File: src/abs_readout_pkg.sv
package abs_readout_pkg;

  // ----------------------------------------
  // Register offsets (byte addresses)
  // ----------------------------------------
  localparam logic [7:0] CTRL_OFFSET       = 8'h00;
  localparam logic [7:0] STATUS_OFFSET     = 8'h04;
  localparam logic [7:0] POSITION_OFFSET   = 8'h08;
  localparam logic [7:0] IRQ_STATUS_OFFSET = 8'h0C;
  localparam logic [7:0] IRQ_ENABLE_OFFSET = 8'h10;
  localparam logic [7:0] IRQ_CLEAR_OFFSET  = 8'h14;

  // ----------------------------------------
  // Field positions
  // ----------------------------------------
  localparam int CTRL_ACTIVATE_BIT   = 0;
  localparam int STAT_BUSY_BIT       = 0;
  localparam int STAT_DONE_BIT       = 1;
  localparam int STAT_SERVO_BIT      = 2;
  localparam int STAT_MODE_BIT       = 3;
  localparam int IRQ_DONE_BIT        = 0;
  localparam int IRQ_ABORT_BIT       = 1;
  localparam int IRQ_WIDTH           = 2;

  // ----------------------------------------
  // Reset values and transfer figures
  // ----------------------------------------
  localparam logic [31:0] POSITION_RESET = 32'h0000_0000;
  localparam int          DATA_BITS      = 32;
  localparam int          CHECK_BITS     = 6;
  localparam int          WORD_BITS      = DATA_BITS + CHECK_BITS;
  localparam int          STEP_COUNT     = WORD_BITS / 2;

  typedef enum logic [2:0] {
    ST_IDLE,
    ST_REQ,
    ST_WAIT_LOW,
    ST_HOLD
  } read_state_type;

endpackage

File: src/abs_position_readout_control.sv
// The register offsets and register access over Wishbone are this design's own decisions.
`timescale 1ns/1ps
`default_nettype none
module abs_position_readout_control
  import abs_readout_pkg::*;
(
  // Clock and reset
  input  wire logic        mclk_in,
  input  wire logic        rst_in,
  input  wire logic        ce_in,
  // Wishbone slave
  input  wire logic        wb_cyc_in,
  input  wire logic        wb_stb_in,
  input  wire logic        wb_we_in,
  input  wire logic [7:0]  wb_adr_in,
  input  wire logic [3:0]  wb_sel_in,
  input  wire logic [31:0] wb_dat_in,
  output logic      [31:0] wb_dat_out,
  output logic             wb_ack_out,
  // Amplifier side
  input  wire logic [1:0]  abs_data_in,
  input  wire logic        send_ready_in,
  output logic             servo_enable_output_out,
  output logic             transfer_mode_out,
  output logic             data_request_out,
  // Status and interrupt
  output logic             op_complete_flag_out,
  output logic             irq_out
);
  import abs_readout_pkg::*;

  // ----------------------------------------
  // State
  // ----------------------------------------
  read_state_type          state;
  read_state_type          next_state;
  logic                    activate;
  logic [5:0]              step;
  logic [31:0]             position;
  logic [IRQ_WIDTH-1:0]    irq_status;
  logic [IRQ_WIDTH-1:0]    irq_enable;
  logic [WORD_BITS-1:0]    word;

  // ----------------------------------------
  // Bus decode
  // ----------------------------------------
  wire bus_req    = wb_cyc_in && wb_stb_in && !wb_ack_out;
  wire bus_wr     = bus_req && wb_we_in && ce_in;
  // Only the low byte lane holds writable bits
  wire lane_wr    = bus_wr && wb_sel_in[0];
  wire hit_ctrl   = wb_adr_in == CTRL_OFFSET;
  wire hit_status = wb_adr_in == STATUS_OFFSET;
  wire hit_pos    = wb_adr_in == POSITION_OFFSET;
  wire hit_istat  = wb_adr_in == IRQ_STATUS_OFFSET;
  wire hit_ien    = wb_adr_in == IRQ_ENABLE_OFFSET;
  wire hit_iclr   = wb_adr_in == IRQ_CLEAR_OFFSET;
  wire wr_ctrl    = lane_wr && hit_ctrl;
  wire wr_enable  = lane_wr && hit_ien;
  wire wr_clear   = lane_wr && hit_iclr;
  wire busy       = state != ST_IDLE && state != ST_HOLD;

  // ----------------------------------------
  // Read words
  // ----------------------------------------
  logic [31:0]             ctrl_word;
  logic [31:0]             status_word;

  always_comb
  begin
    ctrl_word                    = 32'h0000_0000;
    ctrl_word[CTRL_ACTIVATE_BIT] = activate;
  end

  always_comb
  begin
    status_word                 = 32'h0000_0000;
    status_word[STAT_BUSY_BIT]  = busy;
    status_word[STAT_DONE_BIT]  = op_complete_flag_out;
    status_word[STAT_SERVO_BIT] = servo_enable_output_out;
    status_word[STAT_MODE_BIT]  = transfer_mode_out;
  end

  // Unmapped and write-only offsets read back as zero
  wire [31:0] read_mux =
    hit_ctrl   ? ctrl_word :
    hit_status ? status_word :
    hit_pos    ? position :
    hit_istat  ? 32'(irq_status) :
    hit_ien    ? 32'(irq_enable) :
    32'h0000_0000;

  // ----------------------------------------
  // Transfer sequencing
  // ----------------------------------------
  wire last_step  = step == 6'(STEP_COUNT - 1);
  wire take_pair  = state == ST_REQ && send_ready_in;
  wire step_done  = state == ST_WAIT_LOW && !send_ready_in;
  wire finish     = step_done && last_step;
  wire abort      = !activate && busy;
  wire clr_word   = state == ST_IDLE;
  logic [IRQ_WIDTH-1:0]    irq_events;

  // No stall supervision here; a hung exchange just stays busy
  always_comb
  begin
    irq_events                = '0;
    irq_events[IRQ_DONE_BIT]  = finish;
    irq_events[IRQ_ABORT_BIT] = abort;
  end

  // ----------------------------------------
  // Next state
  // ----------------------------------------
  always_comb
  begin
    next_state = state;
    case (state)
      ST_IDLE:     if (activate) next_state = ST_REQ;
      ST_REQ:      if (take_pair) next_state = ST_WAIT_LOW;
      ST_WAIT_LOW: if (!send_ready_in) next_state = last_step ? ST_HOLD : ST_REQ;
      ST_HOLD:     next_state = ST_HOLD;
      default:     next_state = ST_IDLE;
    endcase
    if (!activate)
      next_state = ST_IDLE;
  end

  // ----------------------------------------
  // Word collector
  // ----------------------------------------
  abs_shift_collect #(
    .WIDTH (WORD_BITS)
  ) u_collect (
    .mclk_in  (mclk_in),
    .ce_in    (ce_in),
    .clear_in (clr_word),
    .shift_in (take_pair),
    .pair_in  (abs_data_in),
    .word_out (word)
  );

  // ----------------------------------------
  // Sequencer registers
  // ----------------------------------------
  always_ff @(posedge mclk_in)
  begin
    if (rst_in)
    begin
      state      <= ST_IDLE;
      step       <= 6'h00;
      activate   <= 1'b0;
      irq_enable <= '0;
    end
    else if (ce_in)
    begin
      state <= next_state;
      if (wr_ctrl)
        activate <= wb_dat_in[CTRL_ACTIVATE_BIT];
      if (wr_enable)
        irq_enable <= wb_dat_in[IRQ_WIDTH-1:0];
      if (state == ST_IDLE)
        step <= 6'h00;
      else if (step_done)
        step <= step + 6'h01;
    end
  end

  // ----------------------------------------
  // Pin outputs
  // ----------------------------------------
  // Pins follow state so they come from flops
  always_ff @(posedge mclk_in)
  begin
    if (rst_in)
    begin
      servo_enable_output_out <= 1'b0;
      transfer_mode_out       <= 1'b0;
      data_request_out        <= 1'b0;
      op_complete_flag_out    <= 1'b0;
      position                <= POSITION_RESET;
    end
    else if (ce_in)
    begin
      servo_enable_output_out <= next_state != ST_IDLE;
      transfer_mode_out       <= next_state == ST_REQ || next_state == ST_WAIT_LOW;
      data_request_out        <= next_state == ST_REQ;
      op_complete_flag_out    <= next_state == ST_HOLD;
      if (finish)
        position <= word[DATA_BITS-1:0];
    end
  end

  // ----------------------------------------
  // Interrupts and bus answer
  // ----------------------------------------
  always_ff @(posedge mclk_in)
  begin
    if (rst_in)
      irq_status <= '0;
    else if (ce_in)
      irq_status <= (irq_status & ~(wr_clear ? wb_dat_in[IRQ_WIDTH-1:0] : '0)) | irq_events;
  end

  always_ff @(posedge mclk_in)
  begin
    if (rst_in)
    begin
      wb_ack_out <= 1'b0;
      wb_dat_out <= 32'h0000_0000;
      irq_out    <= 1'b0;
    end
    else if (ce_in)
    begin
      wb_ack_out <= bus_req;
      wb_dat_out <= bus_req ? read_mux : 32'h0000_0000;
      irq_out    <= |(irq_status & irq_enable);
    end
  end
endmodule
`default_nettype wire

File: src/abs_shift_collect.sv
`timescale 1ns/1ps
`default_nettype none
module abs_shift_collect
  import abs_readout_pkg::*;
#(
  parameter int WIDTH = 38
)
(
  input  wire logic             mclk_in,
  input  wire logic             ce_in,
  input  wire logic             clear_in,
  input  wire logic             shift_in,
  input  wire logic [1:0]       pair_in,
  output logic      [WIDTH-1:0] word_out
);
  // ----------------------------------------
  // Two-bit collector, first pair lands lowest
  // ----------------------------------------
  always_ff @(posedge mclk_in)
  begin
    if (ce_in && clear_in)
      word_out <= '0;
    else if (ce_in && shift_in)
      word_out <= {pair_in, word_out[WIDTH-1:2]};
  end
endmodule
`default_nettype wire

File: config.mk
export PLATFORM = sky130hd
export DESIGN_NAME = abs_position_readout_control
export DESIGN_NICKNAME = d
export VERILOG_FILES = /design/src/abs_readout_pkg.sv /design/src/abs_position_readout_control.sv /design/src/abs_shift_collect.sv
export SDC_FILE = /design/constraint.sdc
export NUM_CORES = 1
export LEC_CHECK = 0
export BUFFER_PORTS_ARGS = -buffer_cell sky130_fd_sc_hd__buf_2
export CAP_MARGIN = 0
export CORE_MARGIN = 4
export CORE_UTILIZATION = 30
export CTS_BUF_LIST = sky130_fd_sc_hd__clkbuf_16
export DETAILED_ROUTE_END_ITERATION = 10
export MAX_ROUTING_LAYER = met4
export SLEW_MARGIN = 20
export SYNTH_ARGS = -nofsm -noshare
export SYNTH_HDL_FRONTEND = slang
export SYNTH_HIERARCHICAL = 1
export SYNTH_SLANG_ARGS = --single-unit
File: constraint.sdc
create_clock -name mclk_in -period 3.9 [get_ports mclk_in]
set_input_delay 0.39 -clock mclk_in [delete_from_list [all_inputs] [get_ports mclk_in]]
set_output_delay 0.39 -clock mclk_in [all_outputs]
set_load 0.005 [all_outputs]
=== Yosys cells after proc, flatten, opt, wreduce, memory -nomap -nowiden ===
Cells that the tools add are included.
W data, S select, Z words.

* $add $sub $neg: 1
* Equality and inequality tests: 13
* Multiplexer cells: 14
* Bitwise gates (word level): 4
* Reductions and logical operators: 29

{| class="wikitable"
|+ Operators by type and width
! kind !! number
|-
| $mux W32 || 4
|-
| $eq A8 B4 Y1 const B || 2
|-
| $eq A8 B5 Y1 const B || 2
|-
| $logic_and A1 B1 Y1 || 15
|-
| $eq A3 B2 Y1 const B || 4
|-
| $mux W6 || 2
|-
| $pmux W3 S4 || 1
|-
| $mux W3 || 3
|-
| $eq A8 B3 Y1 const B || 1
|-
| $logic_not A8 Y1 || 1
|-
| $mux W2 || 4
|-
| $reduce_and A2 Y1 || 4
|-
| $add A6 B1 Y6 const B || 1
|-
| $eq A3 B1 Y1 const B || 2
|-
| $eq A6 B5 Y1 const B || 1
|-
| $reduce_bool A3 Y1 || 2
|-
| $and A2 B2 Y2 || 2
|-
| $logic_not A1 Y1 || 3
|-
| $logic_not A3 Y1 || 1
|-
| $ne A3 B2 Y1 const B || 1
|-
| $not A2 Y2 || 1
|-
| $or A2 B2 Y2 || 1
|-
| $reduce_bool A2 Y1 || 1
|-
| $reduce_or A2 Y1 || 1
|-
| $logic_or A1 B1 Y1 || 1
|}

* Register bits: 122
* Input bits: 53
* Output and inout bits: 38
* Logic and storage cells: 75

=== Logic depth before layout (Yosys ltp) ===
Gate-level depths: netlist of run 1.

* Word-level depth: 10
* Gate-level depth with buffers: 8
* Gate-level depth less buffers: 6

=== By module ===
The synthesis of run 1 kept the hierarchy.

{| class="wikitable"
|+ Modules (own cells, without submodules)
! module !! times used !! cells each !! area an instance (sq um) !! sequential area each (sq um)
|-
| abs_position_readout_control || 1 || 328 || 3308.2 || 1681.6
|-
| abs_shift_collect || 1 || 86 || 1169.9 || 760.7
|}

=== Worst setup path after synthesis of run 1 ===
OpenSTA, ideal clock, no wires.

* Path kind: input port to flip-flop
* Start point: in wb_adr_in[5]
* End point: reg wb_dat_out[16]
* Library setup time: 0.057 ns
* Arrival time: 1.868 ns
* Data required time: 3.843 ns
* Setup slack: 1.975 ns
* Stages: 5
* Path buffers: 1
* Cell sequence: or3_1 or4_4 nor3b_4 buf_6 a22o_2

* Word-level cells in the longest chain between the ends: 5
* Elaborated cells on any way between the ends: 7
* Classes of those cells: 2 x eq/ne; 4 x mux; 1 x reduce/logical

{| class="wikitable"
|+ Ends and longest elaborated chain
! element !! RTL line !! RTL
|-
| from (decl) || abs_position_readout_control.sv:15 || <nowiki>input wire logic [7:0] wb_adr_in,</nowiki>
|-
| $eq A8 B4 Y1 || abs_position_readout_control.sv:53 || <nowiki>wire hit_pos = wb_adr_in == POSITION_OFFSET;</nowiki>
|-
| $mux W32 || abs_position_readout_control.sv:87 || <nowiki>hit_pos ? position :</nowiki>
|-
| $mux W32 || abs_position_readout_control.sv:86 || <nowiki>hit_status ? status_word :</nowiki>
|-
| $mux W32 (*) || abs_position_readout_control.sv:85 || <nowiki>hit_ctrl ? ctrl_word :</nowiki>
|-
| $mux W32 (*) || abs_position_readout_control.sv:215 || <nowiki>wb_dat_out <= bus_req ? read_mux : 32'h0000_0000;</nowiki>
|-
| to (signal assigned) || abs_position_readout_control.sv:215 ||
|-
| to (decl) || abs_position_readout_control.sv:18 || <nowiki>output logic [31:0] wb_dat_out,</nowiki>
|}

Every way passes the cells marked *; elsewhere a longest branch is shown, timed or not.
A chain may end at the register's enable or synchronous reset.

=== Final worst setup path of run 1 ===
* Start point: reg state[0]
* End point: reg position[26]

* Word-level cells in the longest chain between the ends: 4

{| class="wikitable"
|+ Ends and longest elaborated chain
! element !! RTL line !! RTL
|-
| from (decl) || abs_position_readout_control.sv:35 || <nowiki>read_state_type state;</nowiki>
|-
| from (signal assigned) || abs_position_readout_control.sv:156 || <nowiki>state <= next_state;</nowiki>
|-
| $eq A3 B2 Y1 || abs_position_readout_control.sv:97 || <nowiki>wire step_done = state == ST_WAIT_LOW && !send_ready_in;</nowiki>
|-
| $logic_and A1 B1 Y1 || abs_position_readout_control.sv:97 ||
|-
| $logic_and A1 B1 Y1 || abs_position_readout_control.sv:98 || <nowiki>wire finish = step_done && last_step;</nowiki>
|-
| $reduce_and A2 Y1 (no line) || - ||
|-
| to (signal assigned) || abs_position_readout_control.sv:189 || <nowiki>position <= word[DATA_BITS-1:0];</nowiki>
|-
| to (decl) || abs_position_readout_control.sv:39 || <nowiki>logic [31:0] position;</nowiki>
|}

Every way passes these cells.

==> results of run 1 <==
-- metrics by stage --
step / hold WS (ns) / power (W) / setup WS, ns
final: 0.2201 / 0.002810 / 1.521
after global routing: 0.1994 / 0.002919 / 1.322
after CTS: 0.2002 / 0.002843 / 1.518
after detailed placement: 0.4430 / 0.001337 / 1.234
after global placement: 0.4369 / 0.001335 / 1.275
after floorplan: 0.4417 / 0.001313 / 1.975
-- state kept, by name (all words and copies together) (netlist names) --
| name | count |
|---|---|
| activate | 1 |
| op_complete_flag_out | 1 |
| transfer_mode_out | 1 |
| data_request_out | 1 |
| u_collect/word_out | 38 |
| state | 3 |
| step | 6 |
| irq_status | 2 |
| wb_dat_out | 32 |
| servo_enable_output_out | 1 |
| irq_enable | 2 |
| wb_ack_out | 1 |
| position | 32 |
| irq_out | 1 |
-- worst min-delay path by stage --
stage	slack (ns)	end	cells after the start	from
2_1_floorplan	0.44	wb_dat_out[10]$_SDFFE_PP0P_	1	position[10]$_SDFFE_PP0P_
3_3_place_gp	0.44	wb_dat_out[2]$_SDFFE_PP0P_	2	wb_dat_out[2]$_SDFFE_PP0P_
3_5_place_dp	0.44	wb_dat_out[1]$_SDFFE_PP0P_	2	wb_dat_out[1]$_SDFFE_PP0P_
4_1_cts	0.20	u_collect/word_out[37]$_SDFFE_PP0P_	2	abs_data_in[1]
5_1_grt	0.20	u_collect/word_out[37]$_SDFFE_PP0P_	2	abs_data_in[1]
6_report	0.22	u_collect/word_out[36]$_SDFFE_PP0P_	2	abs_data_in[0]
-- cell usage after synthesis (all sizes together) --
library cell    n  area share [%]
nor2b           6            0.84
mux2i          35             7.8
or4b            1            0.22
xnor2           1            0.20
a31oi           2            0.28
and3b           2            0.39
a41o            1            0.22
a21o            2            0.34
xor2            4            0.78
a22o           68              14
a21oi           6            0.67
o21a            1            0.17
dfxtp         122              55
ha              2            0.56
nand4           4            0.56
nand2          16             1.3
o31ai           1            0.17
nor3            5            0.56
o2111ai         1            0.20
or3             3            0.42
and4b           2            0.45
nand2b          1            0.31
nor4            2            0.28
nor2           48             4.0
nor4bb          2            0.45
nand3b          2            0.34
or4             1            0.25
a22oi           3            0.50
and3            1            0.14
inv             8            0.67
o21ai          14             1.6
nor3b           2            0.70
a221oi          1            0.20
buf            15             2.7
or2             1            0.14
and2            4            0.56
a32o            1            0.22
nand3           6            0.67
clkbuf         14             1.2
a211o           1            0.20
and4            1            0.20
a311o           1            0.22
-- power groups by stage --
stage	Clock [W]	Sequential (W)	Combinational (W)
global route	0.00160	0.00125	0.0000677
finish	0.00150	0.00125	0.0000609
CTS	0.00153	0.00125	0.0000617
global placement	0	0.00128	0.0000599
detailed placement	0	0.00128	0.0000613
floorplan	0	0.00128	0.0000376
-- layout make-up --
class	count	area (µm²)	share of cell area, %
clock inverter	14	138.9	2.553
tap	184	230.2	4.233
inverter	8	30.03	0.5521
sequential	122	2442	44.90
multi-input combinational	255	1842	33.86
clock buffer	17	425.4	7.821
timing repair buffer	63	330.3	6.073
-- metal layers --
layer	wire [µm]	vias to the layer above	GRT usage (%)
met2	4467	83	18.86
met4	98	0	5.929
met1	4497	1586	15.44
met3	516	11	3.643
met5	0	-	-
li1	-	1620	-
-- logic make-up after synthesis --
family	share of synthesized area [%]
simple gates	12.82
fa+ha+maj	0.5587
flops	54.54
buf+inv	4.498
compound gates	18.78
xor+xnor	0.9779
mux	7.824
==> flow_metrics.py, run 1 <==
metrics = {
    "clock_tree": {
        "cts_max_level": 4,
        "cts.sinks": 122,
        "cts_resized": 0,
        "cts_buffer_depth": 2,
        "hold_buffers": 0,
        "root_buffer": "clkbuf_16",
        "cts_made_buffers": 17,
        "insertion_delay_ns": 0.41,
        "postCtsSetupBuffers": 0,
        "clk_pin_slew_worst_paths_ns": 0.05,
        "cts_tree": "yes",
    },
    "routing": {
        "wl_per_cell_um": 14.45,
        "vias_per_cell": 4.977,
        "vias": 3300,
        "routed_wl_mm": 9.581,
        "drc_errors": 0,
        "drt_iter0_drc": 225,
        "firstDrtPassIters": 4,
        "antenna_left": 0,
    },
    "setup_path": {
        "crit_path_top_delay_cell": "and4b_2",
        "path_cells": "nor3b_2, and4b_2, buf_4, mux2i_1, nor2_1",
        "worstSetupPathType": "reg2reg",
        "r2r_setup_slack_ns": 1.52,
        "startpoint_type": "flip-flop",
        "reg2reg_from": "state[0]$_SDFFE_PP0P_",
        "cp_max_fo": 19,
        "crit_cells": 5,
        "crit_family": "simple AND/OR/NAND/NOR gates",
        "startpoint": "state[0]$_SDFFE_PP0P_",
        "worst-path-buf-inv": 1,
        "arrival_ns": 2.66,
        "crit_path_end": "position[26]$_SDFFE_PP0P_",
        "end_kind": "flip-flop",
        "rr_endpoint": "position[26]$_SDFFE_PP0P_",
        "crit_required_ns": 4.18,
        "r2r_cells": 5,
        "max_stage_delay_ns": 0.64,
    },
    "min_path": {
        "holdCritPathClass": "in2reg",
    },
    "sta": {
        "final_hold_viol_count": 0,
        "finalMaxSlewViolations": 0,
        "worst_pin_slew_ns": 0.7215,
        "fin_worst_skew_ns": 0.008295,
        "rsz0062_at_grt": "no",
        "final-setup-viol-count": 0,
        "post-route-period-util_pct": 61.01,
        "min_period_ns": 2.379,
        "fmax_mhz": 420.3,
        "slew_headroom_pct": 51.85,
        "tns_ns": 0,
    },
    "final_layout": {
        "postLayoutCoreUtil_pct": 37.28,
        "final_area_um2": 5439,
        "final_cell_mix": "dfxtp_1, buf_2, a22o_1",
        "diodes": 0,
        "mostFrequentLayoutCell": "dfxtp_1",
        "final_layout_size_suffix_gt1_share_pct": 23.80,
        "n_fill_cell": 1415,
        "nNetsFinal": 522,
        "fin_cells": 663,
        "areaGrowthSynthToFinish_pct": 21.46,
    },
    "logic_synthesis": {
        "yosysSeqAreaShare_pct": 54.54,
        "syn_nets": 469,
        "yosysWarnings": 6,
        "synth_seq_cells": 122,
        "ys_types": 47,
        "syn_area_um2": 4478,
        "avgSynthCellArea_um2": 10.82,
        "netlist_instances": 414,
    },
    "floorplanning": {
        "initial_core_util_pct": 30.69,
        "die_h_um": 130.2,
        "io_pins": 91,
        "dieArea_um2": 16950,
        "coreArea_um2": 14590,
        "die_w_um": 130.2,
        "row_count": 44,
    },
    "global_route": {
        "overflow": 0,
        "grt_pass1_vias": 3329,
        "grt_max_degree": 39,
        "antenna_found_initial": 0,
        "grt_usage_pct": 12.53,
        "grt_pass1_wl_mm": 16.37,
    },
    "placed_design": {
        "gp_routability_congestion": 0.8190,
        "dpl.hpwl_mm": 6.231,
        "portBuffers": 57,
        "placed_cells": 632,
        "dpl-instance-area_um2": 4875,
    },
    "power": {
        "pwr-share-seq_pct": 44.5,
        "switching_share_pct": 20.07,
        "p_leak_nw": 2.202,
        "clockPowerShare_pct": 53.4,
        "share_comb_of_total_power_pct": 2.2,
        "p_per_area_nw_per_um2": 516.6,
        "p_int_w": 0.002246,
        "peakVddDrop_mv": 0.3140,
        "p_switching_w": 0.0005640,
    },
    "job": {
        "drv_cap": 0,
    },
    "status": {
        "status": "complete, no violations",
    },
}
Power figures use the tool's default switching activity.
==> run 2, diff against run 1 <==
- clock period: 3.9 -> 2 ns (I/O delays scaled with it)
==> run 2 against run 1 <==
Routed wire length increased by 1.5%; non-clock buffer count rose by 4; largest cell class unchanged; final cell count grew 0.75%.
==> flow_metrics.py, run 2 (synthesis results as in run 1) <==
metrics = {
    "status": {
        "status": "complete, no violations",
    },
    "min_path": {
        "holdCritPathClass": "in2reg",
    },
    "sta": {
        "worst_pin_slew_ns": 0.5443,
        "post-route-period-util_pct": 90.19,
        "finalMaxSlewViolations": 0,
        "final_hold_viol_count": 0,
        "setup_ws_ns": 0.1962,
        "rsz0062_at_grt": "no",
        "fin_worst_skew_ns": 0.01048,
        "slew_headroom_pct": 63.22,
        "min_period_ns": 1.804,
        "final-setup-viol-count": 0,
        "fmax_mhz": 554.4,
        "tns_ns": 0,
    },
    "setup_path": {
        "reg2reg_from": "wb_ack_out$_SDFFE_PP0P_",
        "r2r_setup_slack_ns": 0.20,
        "arrival_ns": 2.15,
        "r2r_cells": 5,
        "startpoint_type": "flip-flop",
        "path_cells": "nand3b_1, or4_4, nor3b_4, buf_12, a22o_2",
        "rr_endpoint": "wb_dat_out[29]$_SDFFE_PP0P_",
        "worstSetupPathType": "reg2reg",
        "cp_max_fo": 28,
        "end_kind": "flip-flop",
        "startpoint": "wb_ack_out$_SDFFE_PP0P_",
        "max_stage_delay_ns": 0.60,
        "crit_path_top_delay_cell": "or4_4",
        "crit_required_ns": 2.35,
        "crit_path_end": "wb_dat_out[29]$_SDFFE_PP0P_",
    },
    "final_layout": {
        "nNetsFinal": 526,
        "diodes": 0,
        "largest_register": "u_collect/word_out",
        "multi_input_area_um2": 1842,
        "mostFrequentLayoutCell": "dfxtp_1",
        "final_cell_mix": "dfxtp_1, buf_2, a22o_1",
        "largest_register_ffs": 38,
        "areaGrowthSynthToFinish_pct": 23.97,
        "final_layout_size_suffix_gt1_share_pct": 25.21,
        "top_regs": "u_collect/word_out: 38 flops, position: 32 flops, wb_dat_out: 32 flops",
        "n_fill_cell": 1393,
        "regArea_um2": 2442,
    },
    "clock_tree": {
        "cts_max_level": 4,
        "hold_buffers": 0,
        "cts.sinks": 122,
        "cts_tree": "yes",
        "cts_buffer_depth": 2,
        "cts_resized": 0,
        "root_buffer": "clkbuf_16",
        "insertion_delay_ns": 0.41,
        "cts_made_buffers": 17,
        "clk_pin_slew_worst_paths_ns": 0.05,
        "postCtsSetupBuffers": 0,
    },
    "routing": {
        "m1WireLength_mm": 4.617,
        "drt_iter0_drc": 195,
        "routed_wl_mm": 9.724,
        "top_layer": "met4",
        "drc_errors": 0,
        "firstDrtPassIters": 4,
        "vias": 3295,
        "wl_met3_um": 495,
        "wl_per_cell_um": 14.56,
        "antenna_left": 0,
        "route.met2.wl_mm": 4.508,
        "vias_per_cell": 4.933,
    },
    "placed_design": {
        "gp_routability_congestion": 0.8279,
        "dpl.hpwl_mm": 6.276,
        "place_ws_ns": 0.1764,
        "portBuffers": 57,
    },
    "floorplanning": {
        "initial_core_util_pct": 30.69,
        "die_h_um": 130.2,
        "coreArea_um2": 14590,
        "row_count": 44,
        "die_w_um": 130.2,
        "io_pins": 91,
        "dieArea_um2": 16950,
    },
    "global_route": {
        "grt_usage_pct": 12.40,
        "grt_max_degree": 46,
        "antenna_found_initial": 0,
        "grt_pass1_wl_mm": 16.08,
        "grt_pass1_vias": 3341,
        "overflow": 0,
    },
    "job": {
        "drv_cap": 0,
    },
    "power": {
        "p_per_area_nw_per_um2": 1023,
        "peakVddDrop_mv": 0.8110,
        "p_leak_nw": 2.252,
    },
}
run 2: changes by cell type in the layout (fill, tap and decap cells not counted), sizes merged:
cell / before / now
buf: 63 / 67
bufinv: 3 / 4
run 2: routing by layer:
layer / track usage, % / vias up
met1: 15.19 / 1599
met5: - / -
met4: 4.645 / 0
met3: 4.339 / 9
li1: - / 1627
met2: 18.83 / 60
run 2: worst min path at each step:
stage | to | startpoint | slack [ns] | cells past startpoint
after global routing | u_collect/word_out[37]$_SDFFE_PP0P_ | abs_data_in[1] | 0.01 | 2
after global placement | u_collect/word_out[36]$_SDFFE_PP0P_ | abs_data_in[0] | 0.43 | 2
after CTS | u_collect/word_out[36]$_SDFFE_PP0P_ | abs_data_in[0] | 0.01 | 2
after floorplan | u_collect/word_out[36]$_SDFFE_PP0P_ | abs_data_in[0] | 0.33 | 1
final | u_collect/word_out[37]$_SDFFE_PP0P_ | abs_data_in[1] | 0.03 | 2
after detailed placement | u_collect/word_out[37]$_SDFFE_PP0P_ | abs_data_in[1] | 0.44 | 2
run 2: critical path, delay by kind of cell (launching register included):
kind	cells	cell delay, ns
compound gates	1	0.15
flops	1	0.32
buf+inv	1	0.21
simple gates	3	1.04
run 2: where the power goes:
| part | switching [W] | internal (W) |
|---|---|---|
| logic | 0.0000822 | 0.0000398 |
| clock network | 0.00106 | 0.00206 |
| registers | 0.00000104 | 0.00243 |
| total | 0.00115 | 0.00454 |
run 2: per-stage QoR:
step           area [µm²]  total power (W)  utilization, %  hold WS [ns]  cells
5_1_grt              5552         0.005899           38.05       0.01055    668
4_1_cts              5552         0.005746           38.05      0.009591    668
3_5_place_dp         4942         0.002610           33.88        0.4401    636
3_3_place_gp         4942         0.002608           33.88        0.4329    636
6_report             5552         0.005681           38.05       0.03241    668
2_1_floorplan        4478         0.002560               -        0.3326    414
run 2: area by class of cell:
class | instances | area share, %
Sequential cell | 122 | 43.99
Multi-Input combinational cell | 255 | 33.18
Clock buffer | 17 | 7.663
Timing Repair Buffer | 67 | 7.167
Tap cell | 184 | 4.147
Clock inverter | 15 | 3.313
Inverter | 8 | 0.5409
